$ cat src/rtl/coupler_pkg.sv
// shared constants and carrier types for the card coupler config/status block
package coupler_pkg;
    // reference clock rate and filter time
    localparam int unsigned CLOCK_HZ = 50_000_000;
    localparam int unsigned DETECT_FILTER_US = 150;
    localparam int unsigned DETECT_FILTER_CYCLES = (DETECT_FILTER_US * (CLOCK_HZ / 1_000_000)) + 1;

    // card clock divide codes
    localparam logic [1:0] DIV_BY_1 = 2'h0;
    localparam logic [1:0] DIV_BY_2 = 2'h1;
    localparam logic [1:0] DIV_BY_4 = 2'h2;
    localparam logic [1:0] DIV_BY_8 = 2'h3;

    // clock stop/start codes
    localparam logic [1:0] CLK_RUN = 2'h0;
    localparam logic [1:0] CLK_STOP_LOW = 2'h1;
    localparam logic [1:0] CLK_STOP_HIGH = 2'h2;
    localparam logic [1:0] CLK_RESERVED = 2'h3;

    // status select codes
    localparam logic [1:0] STAT_PRESENT = 2'h0;
    localparam logic [1:0] STAT_CONVERTER = 2'h1;
    localparam logic [1:0] STAT_BATTERY = 2'h2;
    localparam logic [1:0] STAT_SUPPLY = 2'h3;

    // power-up settings
    localparam logic RST_SUPPLY_5V = 1'b0;
    localparam logic [1:0] RST_DIVIDE = DIV_BY_1;
    localparam logic [1:0] RST_CLK_MODE = CLK_RUN;
    localparam logic RST_DETECT_NC = 1'b0;

    // latched configuration
    typedef struct packed {
        logic supply_5v;
        logic [1:0] divide;
        logic [1:0] clk_mode;
        logic detect_nc;
    } config_t;

    localparam config_t RESET_CONFIG = '{
        supply_5v: RST_SUPPLY_5V,
        divide: RST_DIVIDE,
        clk_mode: RST_CLK_MODE,
        detect_nc: RST_DETECT_NC
    };

    // analog condition inputs
    typedef struct packed {
        logic converter_ok;
        logic battery_low;
        logic supply_ok;
    } analog_t;
endpackage : coupler_pkg

$ cat src/rtl/card_clock_gen.sv
// glitch-free card clock divider with stop high/low
module card_clock_gen
    import coupler_pkg::*;
(
    // clock and reset
    input wire logic clock_in,
    input wire logic rst_in,
    // settings
    input wire logic enable_in,
    input wire logic [1:0] divide_in,
    input wire logic [1:0] clk_mode_in,
    // card clock
    output logic card_clock_out
);
    logic [2:0] count;
    logic [2:0] next_count;
    logic clk_q;
    logic next_clk_q;
    logic [1:0] divide;
    logic [1:0] next_divide;
    logic [2:0] half;

    // half period in reference cycles minus one; ratio 1 toggles each edge
    always_comb begin
        case (divide)
            DIV_BY_1: half = 3'h0;
            DIV_BY_2: half = 3'h0;
            DIV_BY_4: half = 3'h1;
            default: half = 3'h3;
        endcase
    end

    // settings change only at a falling card edge or while the card clock is held low, so no runt pulse
    always_comb begin
        next_count = count;
        next_clk_q = clk_q;
        next_divide = divide;
        if (!enable_in) begin
            next_clk_q = 1'b0;
            next_count = 3'h0;
            next_divide = divide_in;
        end else if (clk_mode_in == CLK_STOP_LOW && !clk_q) begin
            next_count = 3'h0;
            next_divide = divide_in;
        end else if (clk_mode_in == CLK_STOP_HIGH && clk_q) begin
            next_count = 3'h0;
        end else if (count >= half) begin
            next_count = 3'h0;
            next_clk_q = !clk_q;
            if (clk_q) begin
                next_divide = divide_in;
            end
        end else begin
            next_count = count + 3'h1;
        end
    end

    always_ff @(posedge clock_in or posedge rst_in) begin
        if (rst_in) begin
            count <= 3'h0;
            clk_q <= 1'b0;
            divide <= RST_DIVIDE;
        end else begin
            count <= next_count;
            clk_q <= next_clk_q;
            divide <= next_divide;
        end
    end

    // ratio 1 passes the reference clock gated by a latch-free low-phase enable
    logic pass_en;
    logic next_pass_en;
    always_comb begin
        next_pass_en = enable_in && divide == DIV_BY_1 && clk_mode_in == CLK_RUN;
    end
    always_ff @(negedge clock_in or posedge rst_in) begin
        if (rst_in) begin
            pass_en <= 1'b0;
        end else begin
            pass_en <= next_pass_en;
        end
    end

    assign card_clock_out = pass_en ? clock_in : clk_q;
endmodule : card_clock_gen

$ cat src/rtl/card_coupler_config_status.sv
// configuration latch, status multiplexer and card-detect filter of the coupler
module card_coupler_config_status
    import coupler_pkg::*;
#(
    parameter int unsigned FILTER_CYCLES = DETECT_FILTER_CYCLES
) (
    // clock and reset
    input wire logic clock_in,
    input wire logic rst_in,
    // host interface
    input wire logic chip_select_n_in,
    input wire logic program_select_n_in,
    input wire logic select_bit0_in,
    input wire logic select_bit1_in,
    input wire logic card_power_request_in,
    input wire logic host_data_in,
    input wire logic host_reset_in,
    output logic host_data_out,
    output logic host_data_oe_out,
    output logic status_out,
    output logic event_n_out,
    // card side
    input wire logic card_detect_in,
    input wire logic card_data_in,
    output logic card_data_out,
    output logic card_data_oe_out,
    output logic card_reset_out,
    output logic card_clock_out,
    output logic card_supply_en_out,
    output logic card_supply_5v_out,
    // analog conditions
    input wire analog_t analog_in
);
    // input synchronisers (first stage read only by second)
    logic [2:0] sync_a;
    logic [2:0] sync_b;
    logic [2:0] sync_c;
    always_ff @(posedge clock_in or posedge rst_in) begin
        if (rst_in) begin
            sync_a <= 3'h7;
            sync_b <= 3'h7;
            sync_c <= 3'h7;
        end else begin
            sync_a <= {chip_select_n_in, card_power_request_in, card_detect_in};
            sync_b <= sync_a;
            sync_c <= sync_b;
        end
    end
    logic cs_n;
    logic pwr_req;
    logic det_raw;
    logic cs_rise;
    logic pwr_rise;
    assign cs_n = sync_b[2];
    assign pwr_req = sync_b[1];
    assign det_raw = sync_b[0];
    assign cs_rise = sync_b[2] && !sync_c[2];
    assign pwr_rise = sync_b[1] && !sync_c[1];

    // configuration latch; codes sampled while select low and programming
    config_t cfg;
    config_t next_cfg;
    logic [3:0] code;
    logic [3:0] next_code;
    logic code_valid;
    logic next_code_valid;
    always_comb begin
        next_cfg = cfg;
        next_code = code;
        next_code_valid = code_valid;
        if (!cs_n && !program_select_n_in) begin
            next_code = {host_reset_in, select_bit1_in, select_bit0_in, host_data_in};
            next_code_valid = 1'b1;
        end
        if (cs_rise) begin
            next_code_valid = 1'b0;
            if (code_valid) begin
                if (!code[3]) begin
                    next_cfg.supply_5v = code[2];
                    next_cfg.divide = code[1:0];
                end else if (!code[2]) begin
                    if (code[1:0] != CLK_RESERVED) begin
                        next_cfg.clk_mode = code[1:0];
                    end
                end else begin
                    next_cfg.detect_nc = (code[1:0] != 2'h0);
                end
            end
        end
        if (cs_n && !cs_rise) begin
            next_code_valid = 1'b0;
        end
    end
    always_ff @(posedge clock_in or posedge rst_in) begin
        if (rst_in) begin
            cfg <= RESET_CONFIG;
            code <= 4'h0;
            code_valid <= 1'b0;
        end else begin
            cfg <= next_cfg;
            code <= next_code;
            code_valid <= next_code_valid;
        end
    end

    // card-detect filter; polarity NO (high = card present) unless detect_nc selects NC
    logic det_level;
    logic present;
    logic next_present;
    logic [$clog2(FILTER_CYCLES+1)-1:0] filt_cnt;
    logic [$clog2(FILTER_CYCLES+1)-1:0] next_filt_cnt;
    logic event_n;
    logic next_event_n;
    assign det_level = cfg.detect_nc ? !det_raw : det_raw;
    always_comb begin
        next_present = present;
        next_filt_cnt = filt_cnt;
        next_event_n = event_n;
        if (det_level == present) begin
            next_filt_cnt = '0;
        end else if (filt_cnt >= FILTER_CYCLES[$bits(filt_cnt)-1:0]) begin
            next_present = det_level;
            next_filt_cnt = '0;
        end else begin
            next_filt_cnt = filt_cnt + 1'b1;
        end
        if (cs_rise || (pwr_rise && !cs_n)) begin
            next_event_n = 1'b1;
        end
        // a new detection wins over a simultaneous release
        if (next_present != present) begin
            next_event_n = 1'b0;
        end
    end
    always_ff @(posedge clock_in or posedge rst_in) begin
        if (rst_in) begin
            present <= 1'b0;
            filt_cnt <= '0;
            event_n <= 1'b1;
        end else begin
            present <= next_present;
            filt_cnt <= next_filt_cnt;
            event_n <= next_event_n;
        end
    end

    // power: only with request while selected, dropped when card leaves
    logic powered;
    logic next_powered;
    always_comb begin
        next_powered = !cs_n && pwr_req && present;
    end
    always_ff @(posedge clock_in or posedge rst_in) begin
        if (rst_in) begin
            powered <= 1'b0;
        end else begin
            powered <= next_powered;
        end
    end

    // status multiplexer, registered; held high while programming
    logic status;
    logic next_status;
    always_comb begin
        next_status = status;
        if (!cs_n && !program_select_n_in) begin
            next_status = 1'b1;
        end else if (!cs_n) begin
            case ({select_bit1_in, select_bit0_in})
                STAT_PRESENT: next_status = present;
                STAT_CONVERTER: next_status = analog_in.converter_ok;
                STAT_BATTERY: next_status = analog_in.battery_low;
                STAT_SUPPLY: next_status = analog_in.supply_ok && powered;
                default: next_status = 1'b0;
            endcase
        end
    end
    always_ff @(posedge clock_in or posedge rst_in) begin
        if (rst_in) begin
            status <= 1'b1;
        end else begin
            status <= next_status;
        end
    end

    // card pin pass-through, blocked while programming or unpowered
    logic pass;
    logic card_rst;
    logic card_dat;
    logic card_dat_oe;
    logic host_dat;
    logic next_card_rst;
    logic next_card_dat;
    logic next_card_dat_oe;
    logic next_host_dat;
    always_comb begin
        pass = powered && program_select_n_in;
        next_card_rst = pass ? host_reset_in : 1'b0;
        next_card_dat = pass ? host_data_in : 1'b0;
        next_card_dat_oe = !pass || !host_data_in;
        next_host_dat = card_data_in;
    end
    always_ff @(posedge clock_in or posedge rst_in) begin
        if (rst_in) begin
            card_rst <= 1'b0;
            card_dat <= 1'b0;
            card_dat_oe <= 1'b1;
            host_dat <= 1'b1;
        end else begin
            card_rst <= next_card_rst;
            card_dat <= next_card_dat;
            card_dat_oe <= next_card_dat_oe;
            host_dat <= next_host_dat;
        end
    end

    card_clock_gen u_clock (
        .clock_in(clock_in),
        .rst_in(rst_in),
        .enable_in(powered),
        .divide_in(cfg.divide),
        .clk_mode_in(cfg.clk_mode),
        .card_clock_out(card_clock_out)
    );

    assign status_out = status;
    assign event_n_out = event_n;
    assign card_reset_out = card_rst;
    assign card_data_out = card_dat;
    assign card_data_oe_out = card_dat_oe;
    assign host_data_out = host_dat;
    // open-drain style: drive host line only low when passing card data
    assign host_data_oe_out = powered && program_select_n_in && !cs_n && !host_dat;
    assign card_supply_en_out = powered;
    assign card_supply_5v_out = cfg.supply_5v;

    // checks
    chk_status_prog: assert property (@(posedge clock_in) disable iff (rst_in)
        (!cs_n && !program_select_n_in) |=> status_out)
        else $error("status not high while programming");
    chk_supply_gate: assert property (@(posedge clock_in) disable iff (rst_in)
        card_supply_en_out |-> $past(!cs_n && pwr_req))
        else $error("supply on without request");
    chk_standby_low: assert property (@(posedge clock_in) disable iff (rst_in)
        (cs_n [*3]) |-> (!card_supply_en_out && !card_reset_out && !card_data_out))
        else $error("card lines not low in standby");
    chk_event_release: assert property (@(posedge clock_in) disable iff (rst_in)
        (cs_rise && present == next_present) |=> event_n_out)
        else $error("event not released");
    chk_event_filter: assert property (@(posedge clock_in) disable iff (rst_in)
        $fell(event_n_out) |-> $changed(present))
        else $error("event without filtered change");
    chk_cfg_stable: assert property (@(posedge clock_in) disable iff (rst_in)
        !cs_rise |=> $stable(cfg))
        else $error("settings changed without latch");
    chk_status_battery: assert property (@(posedge clock_in) disable iff (rst_in)
        (!cs_n && program_select_n_in && select_bit1_in && !select_bit0_in)
        |=> status_out == $past(analog_in.battery_low))
        else $error("battery status wrong");
    chk_pass_block: assert property (@(posedge clock_in) disable iff (rst_in)
        !program_select_n_in |=> !card_reset_out)
        else $error("reset passed while programming");

    cov_latch: cover property (@(posedge clock_in) cs_rise && code_valid);
    cov_event: cover property (@(posedge clock_in) $fell(event_n_out));
    cov_power: cover property (@(posedge clock_in) $rose(card_supply_en_out));
endmodule : card_coupler_config_status

$ cat config.mk
export PLATFORM = sky130hd
export DESIGN_NAME = card_coupler_config_status
export DESIGN_NICKNAME = d
export VERILOG_FILES = /design/src/rtl/coupler_pkg.sv /design/src/rtl/card_clock_gen.sv /design/src/rtl/card_coupler_config_status.sv
export SDC_FILE = /design/constraint.sdc
export NUM_CORES = 1
export LEC_CHECK = 0
export BUFFER_PORTS_ARGS = -buffer_cell sky130_fd_sc_hd__buf_2
export CORE_MARGIN = 3
export CORE_UTILIZATION = 40
export DETAILED_ROUTE_END_ITERATION = 8
export GPL_TIMING_DRIVEN = 0
export PLACE_DENSITY_LB_ADDON = 0.15
export SLEW_MARGIN = 0
export SYNTH_ARGS = -nofsm -noshare
export SYNTH_HDL_FRONTEND = slang
export SYNTH_HIERARCHICAL = 1
export SYNTH_SLANG_ARGS = --single-unit
$ cat constraint.sdc
create_clock -name clock_in -period 2 [get_ports clock_in]
set_input_delay 0.6 -clock clock_in [delete_from_list [all_inputs] [get_ports clock_in]]
set_output_delay 0.6 -clock clock_in [all_outputs]
set_load 0.05 [all_outputs]
==> impl_metrics.env, run 1 <==
export IMPL_status="complete, but fails checks"
export IMPL_violations="setup timing"
export IMPL_synthMuxAreaShare_pct=7.117
export IMPL_mostFrequentLayoutCells="dfrtp_1 (33), buf_2 (21), nor2_1 (19), dfstp_2 (12), clkbuf_8 (9)"
export IMPL_max_cap_violations=0
export IMPL_hp_class="in -> async"
export IMPL_worst_hold_slack_ps=132.9
export IMPL_place_gp_congestion=0.8107
export IMPL_die_area_sq_um=6039
export IMPL_crit_required_ps=1400
export IMPL_io_pins=24
export IMPL_setup_violations=1
export IMPL_nNetsFinal=221
export IMPL_drc=0
export IMPL_worstSkewPairLatency_ps=410
export IMPL_worst_pin_slew_ps=808.5
export IMPL_core_sq_um=4848
export IMPL_cp_slowest_cell="dfrtn_1"
export IMPL_drv_slew=0
export IMPL_layout_drive_gt1_share_pct=33.99
export IMPL_crit_path_end_kind="output pin"
export IMPL_first_iter_violations=59
export IMPL_cp_cell_sequence="mux2_4 -> buf_6"
export IMPL_netlist_area_sq_um=2057
export IMPL_grt_pass1_wl_mm=6.299
export IMPL_synthDistinctLibCells=40
export IMPL_yosysWarnings=6
export IMPL_wl_per_cell_microns=12.94
export IMPL_fin_ws_ps=-887.5
export IMPL_grt_setup_unrepaired="yes"
export IMPL_crit_family="flip-flops"
export IMPL_synth_top_family_by_area="simple AND/OR/NAND/NOR gates"
export IMPL_max_stage_delay_ps=420
export IMPL_initial_core_util_pct=42.43
export IMPL_hpwlAfterDp_mm=2.529
export IMPL_antenna_cells=0
export IMPL_final_common_cell="dfrtp_1"
export IMPL_synth_flop_cell="dfrtp_1"
export IMPL_drt_pass1_iter_count=4
export IMPL_synth_enable_flop_cells=0
export IMPL_wl_mm=3.493
export IMPL_synthArstFlopShare_pct=100.0
export IMPL_yosys_area_share_simple_pct=17.15
export IMPL_dp_slack_ps=-495.1
export IMPL_critPathLaunchType="flip-flop"
export IMPL_ys_seq_area_share_pct=57.91
export IMPL_place_area_sq_um=2265
export IMPL_grt_max_degree=41
export IMPL_critical_path_class="reg -> out"
export IMPL_syn_inst=169
export IMPL_antenna_found_initial=0
export IMPL_synth_compound_gate_area_share_pct=7.056
export IMPL_finClkSkew_ps=19.85
export IMPL_syn_nets=188
export IMPL_syn_area_per_cell_sq_um=12.17
export IMPL_die_h_microns=77.71
export IMPL_viasPerCell=4.878
export IMPL_die_x_microns=77.71
export IMPL_drtAntennaViolNets=0
export IMPL_synthAdderAreaFrac_pct=3.041
export IMPL_crit_path_start="u_clock/pass_en"
export IMPL_vias=1317
export IMPL_synth_xor_area_share_pct=5.535
export IMPL_ir_drop_mv=0.5344
export IMPL_p_leak_nw=1.093
export IMPL_portBuffers=23
export IMPL_powerDensity_nw_per_um2=994.5
export IMPL_fillCellCount=455
export IMPL_cts_tree="done"
export IMPL_fin_total_pwr_mw=2.415
export IMPL_r2r_start="card_supply_en_out"
export IMPL_grt_overflow_total=0
export IMPL_arrival_ps=2290
export IMPL_rows=25
export IMPL_grt_pass1_vias=1379
export IMPL_ys_seq_elements=47
export IMPL_hold_viol_final=0
export IMPL_relSlewSlack_pct=46.02
export IMPL_path_clk_slew_ps=80
export IMPL_worstPathMaxFanout=1
export IMPL_grt_use_total_pct=13.47
export IMPL_final_area_sq_um=2429
export IMPL_cts_setup_buffers=0
export IMPL_syn_to_final_growth_pct=18.07
export IMPL_cp_num_buf_inv=1
[power breakdown]
| group | switching, mW | internal (mW) |
|---|---|---|
| clock network | 0.326 | 0.482 |
| logic | 0.233 | 0.197 |
| registers | 0.104 | 1.07 |
[cell type report]
cell class | instances | area [sq um] | share of cell area (%)
timing repair buffer | 22 | 112.6 | 4.637
clock buffer | 11 | 160.2 | 6.595
inverter | 9 | 33.78 | 1.391
multi-input combinational | 112 | 829.5 | 34.16
tap | 67 | 83.83 | 3.452
sequential | 47 | 1192 | 49.10
buffer | 1 | 11.26 | 0.4637
clock inverter | 1 | 5.005 | 0.2061
[layer usage]
metal  vias to the layer above  share of wire (%)  track usage [%]
met5                         -                  0                0
met2                        25                 51            21.49
met3                         7                4.4            5.568
met1                       640                 43            15.87
li1                        645                  -                -
met4                         0                1.6            5.872
[synth_stat cells (2+ instances only)]
cell	count	area, sq um
nor2_1	19	71.32
xnor2_1	7	61.31
nand4_1	3	18.77
dfrtp_1	34	850.8
mux2_1	3	33.78
mux2_2	8	90.09
xor2_1	6	52.55
o21ba_2	2	20.02
nor3_1	7	35.03
nor3b_1	2	15.01
ha_1	5	62.56
inv_1	9	33.78
nand2_1	8	30.03
a21oi_1	5	25.02
dfstp_2	12	315.3
nor4_1	4	25.02
and2_1	7	43.79
nand3_1	5	25.02
nor2b_1	2	12.51
[state kept, by name, indices dropped and copies added (netlist names), 2 cells and up]
register / flops
cfg: 5
sync_a: 3
filt_cnt: 13
code: 4
sync_b: 3
sync_c: 2
u_clock/divide: 2
u_clock/count: 3
[cells by family after synthesis]
kind of cell               after synthesis
DFF                                     47
adders and majority gates                5
xor gates and xnor gates                13
muxes                                   12
buffers and inverters                   10
and+or+nand+nor                         65
AOI/OAI and AO/OA                       17
[per-stage QoR]
step	setup TNS, ps	instances	util, %
3_5_place_dp	-495.1	259	46.71
6_report	-887.5	270	50.09
4_1_cts	-895.8	270	50.04
3_3_place_gp	-1091	259	46.71
5_1_grt	-927.3	270	50.09
2_1_floorplan	-440.6	169	-
[what timing repair did]
| item | 4_1_cts | 5_1_grt |
|---|---|---|
| hold endpoints to repair | 0 | 0 |
| setup endpoints to repair | 2 | 2 |
| hold buffers | 0 | 0 |
| gates resized for setup | 3 | 1 |
[final timing paths]
kind,to,cells after the start,slack (ps)
min in group clock_in,sync_a[0],1,300
max reg2reg,u_clock/pass_en,1,220
max,card_clock_out,2,-890
min,u_clock/divide[0],2,130
max in group asynchronous,u_clock/pass_en,2,760
min reg2reg,sync_b[0],0,360
No activity file was read; power rests on OpenSTA's default activity.
==> run 2, diff against run 1 <==
--- a/config.mk
+++ b/config.mk
@@ -5,12 +5,15 @@
 export SDC_FILE = /design/constraint.sdc
 export NUM_CORES = 1
 export LEC_CHECK = 0
+export ABC_AREA = 1
 export BUFFER_PORTS_ARGS = -buffer_cell sky130_fd_sc_hd__buf_2
 export CORE_MARGIN = 3
 export CORE_UTILIZATION = 40
 export DETAILED_ROUTE_END_ITERATION = 8
 export GPL_TIMING_DRIVEN = 0
+export HOLD_SLACK_MARGIN = 0.06
 export PLACE_DENSITY_LB_ADDON = 0.15
+export SETUP_SLACK_MARGIN = 0.05
 export SLEW_MARGIN = 0
 export SYNTH_ARGS = -nofsm -noshare
 export SYNTH_HDL_FRONTEND = slang
==> impl_metrics.env, run 2 <==
export IMPL_yosysWarnings=6
export IMPL_grt_overflow_total=0
export IMPL_antenna_found_initial=0
export IMPL_synthArstFlopShare_pct=100.0
export IMPL_synth_enable_flop_cells=0
export IMPL_relSlewSlack_pct=45.81
export IMPL_p_leak_nw=1.196
export IMPL_path_clk_slew_ps=90
export IMPL_ys_seq_area_share_pct=52.08
export IMPL_mostFrequentLayoutCells="nand2_1 (49), dfrtp_1 (33), inv_1 (27), nor2_1 (27), buf_2 (21)"
export IMPL_grt_max_degree=41
export IMPL_syn_nets=265
export IMPL_critPathLaunchType="flip-flop"
export IMPL_place_area_sq_um=2514
export IMPL_grt_pass1_wl_mm=6.934
export IMPL_finClkSkew_ps=13.98
export IMPL_top_register="filt_cnt"
export IMPL_netlist_area_sq_um=2287
export IMPL_syn_inst=246
export IMPL_fin_setup_tns_ps=-773.8
export IMPL_synth_top_cell_by_area="dfrtp_1"
export IMPL_grt_use_total_pct=13.93
export IMPL_crit_path_end_kind="output pin"
export IMPL_yosysTopAreaCellShare_pct=37.20
export IMPL_worstSkewPairLatency_ps=410
export IMPL_vias=1628
export IMPL_ir_drop_mv=0.5696
export IMPL_drt_pass1_iter_count=4
export IMPL_final_area_sq_um=2660
export IMPL_fin_ws_ps=-773.8
export IMPL_max_cap_violations=0
export IMPL_fin_total_pwr_mw=2.247
export IMPL_critical_path_class="reg -> out"
export IMPL_wl_mm=4.042
export IMPL_synthMostInstantiatedCell="nand2_1"
export IMPL_grt_setup_unrepaired="yes"
export IMPL_synthDistinctLibCells=30
export IMPL_drc=0
export IMPL_syn_to_final_growth_pct=16.30
export IMPL_die_x_microns=81.62
export IMPL_worst_pin_slew_ps=811.7
export IMPL_die_area_sq_um=6661
export IMPL_cp_cell_sequence="nand2_2 -> o21ai_4 -> buf_6"
export IMPL_final_common_cell="nand2_1"
export IMPL_hpwlAfterDp_mm=2.872
export IMPL_antenna_cells=0
export IMPL_place_inst=339
export IMPL_core_sq_um=5303
export IMPL_crit_required_ps=1400
export IMPL_synth_commonest_cells="nand2_1 (50), dfrtp_1 (34), inv_1 (28)"
export IMPL_cp_slowest_cell="dfrtn_1"
export IMPL_ys_top_cells_by_area="dfrtp_1 (37%), dfstp_2 (14%), nand2_1 (8.2%), nor2_4 (5.4%), inv_1 (4.6%)"
export IMPL_hp_class="in -> async"
export IMPL_grt_pass1_vias=1545
export IMPL_wl_per_cell_microns=11.48
export IMPL_nNetsFinal=300
export IMPL_cts_tree="done"
export IMPL_multi_input_area_sq_um=962.2
export IMPL_fillCellCount=526
export IMPL_fin_cells=352
export IMPL_portBuffers=23
export IMPL_largest_reg_flops=13
export IMPL_initial_core_util_pct=43.13
export IMPL_drtAntennaViolNets=0
export IMPL_worstPathMaxFanout=2
export IMPL_hold_viol_final=0
export IMPL_rows=26
export IMPL_dp_slack_ps=-440.6
export IMPL_synth_flop_cell="dfrtp_1"
export IMPL_top_regs="filt_cnt: 13 flops, cfg: 5 flops, code: 4 flops"
export IMPL_place_gp_congestion=0.7803
export IMPL_fin_util_pct=50.17
export IMPL_setup_violations=3
export IMPL_syn_area_per_cell_sq_um=9.298
export IMPL_max_stage_delay_ps=460
export IMPL_violations="setup timing"
export IMPL_arrival_ps=2170
export IMPL_worst_hold_slack_ps=130.9
export IMPL_status="complete, but fails checks"
export IMPL_seqCellArea_sq_um=1192
export IMPL_die_h_microns=81.62
export IMPL_powerDensity_nw_per_um2=844.9
export IMPL_layout_drive_gt1_share_pct=30.50
export IMPL_viasPerCell=4.625
export IMPL_ys_seq_elements=47
export IMPL_drv_slew=0
export IMPL_io_pins=24
export IMPL_first_iter_violations=84
## run 2: final timing paths
kind                                         start          endpoint  slack (ps)  cells past startpoint
max in group asynchronous                   rst_in   u_clock/pass_en         740                      2
min in group clock_in                 card_data_in     host_data_out         290                      1
worst max register to register  card_supply_en_out   u_clock/pass_en         140                      3
worst min register to register           sync_a[0]         sync_b[0]         360                      0
worst max-delay path               u_clock/pass_en    card_clock_out        -770                      3
worst min-delay path                        rst_in  u_clock/count[0]         130                      2
## run 2: repair_timing
action / CTS / global route
setup endpoints to repair: 5 / 3
pin swaps: 1 / 0
resized for setup: 4 / 0
setup buffers: 3 / 0
hold buffers: 0 / 0
## run 2: logic make-up (layout without fill, tap and decap cells)
group,Yosys count,in the layout,synth area share [%]
buf+inv,38,74,6.947
compound gates,20,20,4.704
simple gates,124,124,28.28
flops,47,47,52.08
fa+ha+maj,5,5,2.735
xor+xnor,12,12,5.252
## run 2: worst max-delay path, delay by kind of cell, from the launching register on
kind	cells	cell delay (ps)
compound gates	1	60
flops	1	460
buf+inv	1	170
simple gates	1	80
## run 2: where the power goes
group	switching, mW	leakage, nW	internal (mW)
combinational	0.287	0.534	0.164
sequential	0.0848	0.593	1.05
clock	0.329	0.0687	0.330
## run 2: cell type report
class                   count  share of cell area (%)
flip-flops and latches     47                   44.83
well taps                  70                   3.293
repair buffers             25                   5.080
clock inverters             2                  0.4704
multi-input cells         161                   36.17
inverters                  37                   5.221
plain buffers               1                  0.7526
clock buffers               9                   4.186
## run 2: layer usage
layer / track usage (%) / share of wire, %
met1: 19.05 / 50
met2: 20.60 / 44
met3: 4.605 / 4.6
met4: 5.150 / 1.1
met5: 0 / 0
==> run 3, diff against run 2 <==
--- a/config.mk
+++ b/config.mk
@@ -5,7 +5,6 @@
 export SDC_FILE = /design/constraint.sdc
 export NUM_CORES = 1
 export LEC_CHECK = 0
-export ABC_AREA = 1
 export BUFFER_PORTS_ARGS = -buffer_cell sky130_fd_sc_hd__buf_2
 export CORE_MARGIN = 3
 export CORE_UTILIZATION = 40
==> impl_metrics.env, run 3 (same netlist as run 1, synthesis figures left out) <==
export IMPL_status="complete, but fails checks"
export IMPL_violations="setup timing"
export IMPL_viasPerCell=5.007
export IMPL_critPathLaunchType="flip-flop"
export IMPL_dp_slack_ps=-492.7
export IMPL_top_register="filt_cnt"
export IMPL_rows=25
export IMPL_wl_mm=3.726
export IMPL_worstSkewPairLatency_ps=410
export IMPL_portBuffers=23
export IMPL_critical_path_class="reg -> out"
export IMPL_fillCellCount=456
export IMPL_place_inst=259
export IMPL_fin_setup_tns_ps=-886.3
export IMPL_mostFrequentLayoutCells="dfrtp_1 (33), buf_2 (21), nor2_1 (19), dfstp_2 (12), clkbuf_8 (9)"
export IMPL_first_iter_violations=57
export IMPL_crit_required_ps=1400
export IMPL_fin_cells=272
export IMPL_ir_drop_mv=0.3999
export IMPL_die_area_sq_um=6039
export IMPL_nNetsFinal=223
export IMPL_initial_core_util_pct=42.43
export IMPL_hold_viol_final=0
export IMPL_hp_class="in -> async"
export IMPL_cts_tree="done"
export IMPL_worst_pin_slew_ps=807.1
export IMPL_crit_path_end_kind="output pin"
export IMPL_powerDensity_nw_per_um2=994.9
export IMPL_die_h_microns=77.71
export IMPL_io_pins=24
export IMPL_setup_violations=1
export IMPL_syn_to_final_growth_pct=18.80
export IMPL_antenna_cells=0
export IMPL_top_regs="filt_cnt: 13 flops, cfg: 5 flops, code: 4 flops"
export IMPL_hpwlAfterDp_mm=2.694
export IMPL_drv_slew=0
export IMPL_wl_per_cell_microns=13.70
export IMPL_finClkSkew_ps=20.58
export IMPL_die_x_microns=77.71
export IMPL_drc=0
export IMPL_antenna_found_initial=0
export IMPL_largest_reg_flops=13
export IMPL_final_common_cell="dfrtp_1"
export IMPL_grt_pass1_wl_mm=6.762
export IMPL_place_gp_congestion=0.7914
export IMPL_arrival_ps=2290
export IMPL_grt_setup_unrepaired="yes"
export IMPL_core_sq_um=4848
export IMPL_path_clk_slew_ps=80
export IMPL_fin_ws_ps=-886.3
export IMPL_vias=1362
export IMPL_max_cap_violations=0
export IMPL_grt_overflow_total=0
export IMPL_p_leak_nw=1.105
export IMPL_grt_pass1_vias=1470
export IMPL_grt_use_total_pct=14.54
export IMPL_drt_pass1_iter_count=4
export IMPL_relSlewSlack_pct=46.12
export IMPL_drtAntennaViolNets=0
export IMPL_layout_drive_gt1_share_pct=34.63
export IMPL_worstPathMaxFanout=1
export IMPL_grt_max_degree=41
## run 3: changes by cell type in the layout (fill, tap and decap cells not counted), sizes merged, moves of 3 or more
cell,delta
xnor2,+5
nor4,+4
inv,-27
o21ai,-11
nor3,-4
mux2,+11
a21oi,+3
nand3,-9
xor2,-4
nor2,-19
and2,+7
nand2,-47
## run 3: worst max-delay path, cell delays in order (launching register included)
cell	delay, ps
dfrtn_1	420
mux2_4	310
buf_6	150
## run 3: final cells by class
type | instances | area, sq um | area share (%)
clock buffers | 11 | 160.2 | 6.554
inverters | 9 | 33.78 | 1.382
repair buffers | 24 | 127.6 | 5.223
multi-input cells | 112 | 829.5 | 33.95
well taps | 67 | 83.83 | 3.431
clock inverters | 1 | 5.005 | 0.2048
plain buffers | 1 | 11.26 | 0.4608
flip-flops and latches | 47 | 1192 | 48.80
## run 3: layer usage
metal,global-route usage (%),vias to the layer above,routed length (microns)
met1,16.72,674,1628
li1,-,651,-
met3,4.408,10,147
met4,8.185,0,76
met2,23.97,27,1873
met5,0,-,0
## run 3: worst paths after layout
kind	from	to	slack, ps	cells after the start
setup / recovery	u_clock/pass_en	card_clock_out	-890	2
hold / removal	rst_in	u_clock/divide[1]	140	2
max in group asynchronous	rst_in	u_clock/pass_en	750	2
min in group clock_in	chip_select_n_in	sync_a[2]	300	1
setup reg to reg	card_supply_en_out	u_clock/pass_en	160	2
hold reg to reg	sync_a[0]	sync_b[0]	360	0
## run 3: repair_timing
action | in CTS | in global routing
hold buffers | 0 | 0
endpoints found under the setup margin | 2 | 2
pin swaps | 0 | 0
resized for setup | 3 | 0
buffers inserted | 0 | 2
## run 3: per-stage QoR
| step | utilization (%) | cell area, sq um | power (mW) | hold WS (ps) |
|---|---|---|---|---|
| floorplan | - | 2067 | 1.526 | 345.2 |
| global placement | 46.74 | 2266 | 1.615 | 347.0 |
| detailed placement | 46.74 | 2266 | 1.644 | 347.2 |
| CTS | 50.09 | 2429 | 2.465 | 138.2 |
| global route | 50.40 | 2444 | 2.576 | 148.6 |
| finish | 50.40 | 2444 | 2.431 | 139.8 |
## run 3: report_power, final
| group | switching, mW | internal (mW) | leakage [nW] |
|---|---|---|---|
| clock network | 0.333 | 0.482 | 0.0934 |
| logic | 0.234 | 0.198 | 0.425 |
| registers | 0.111 | 1.07 | 0.586 |
| total | 0.679 | 1.75 | 1.10 |
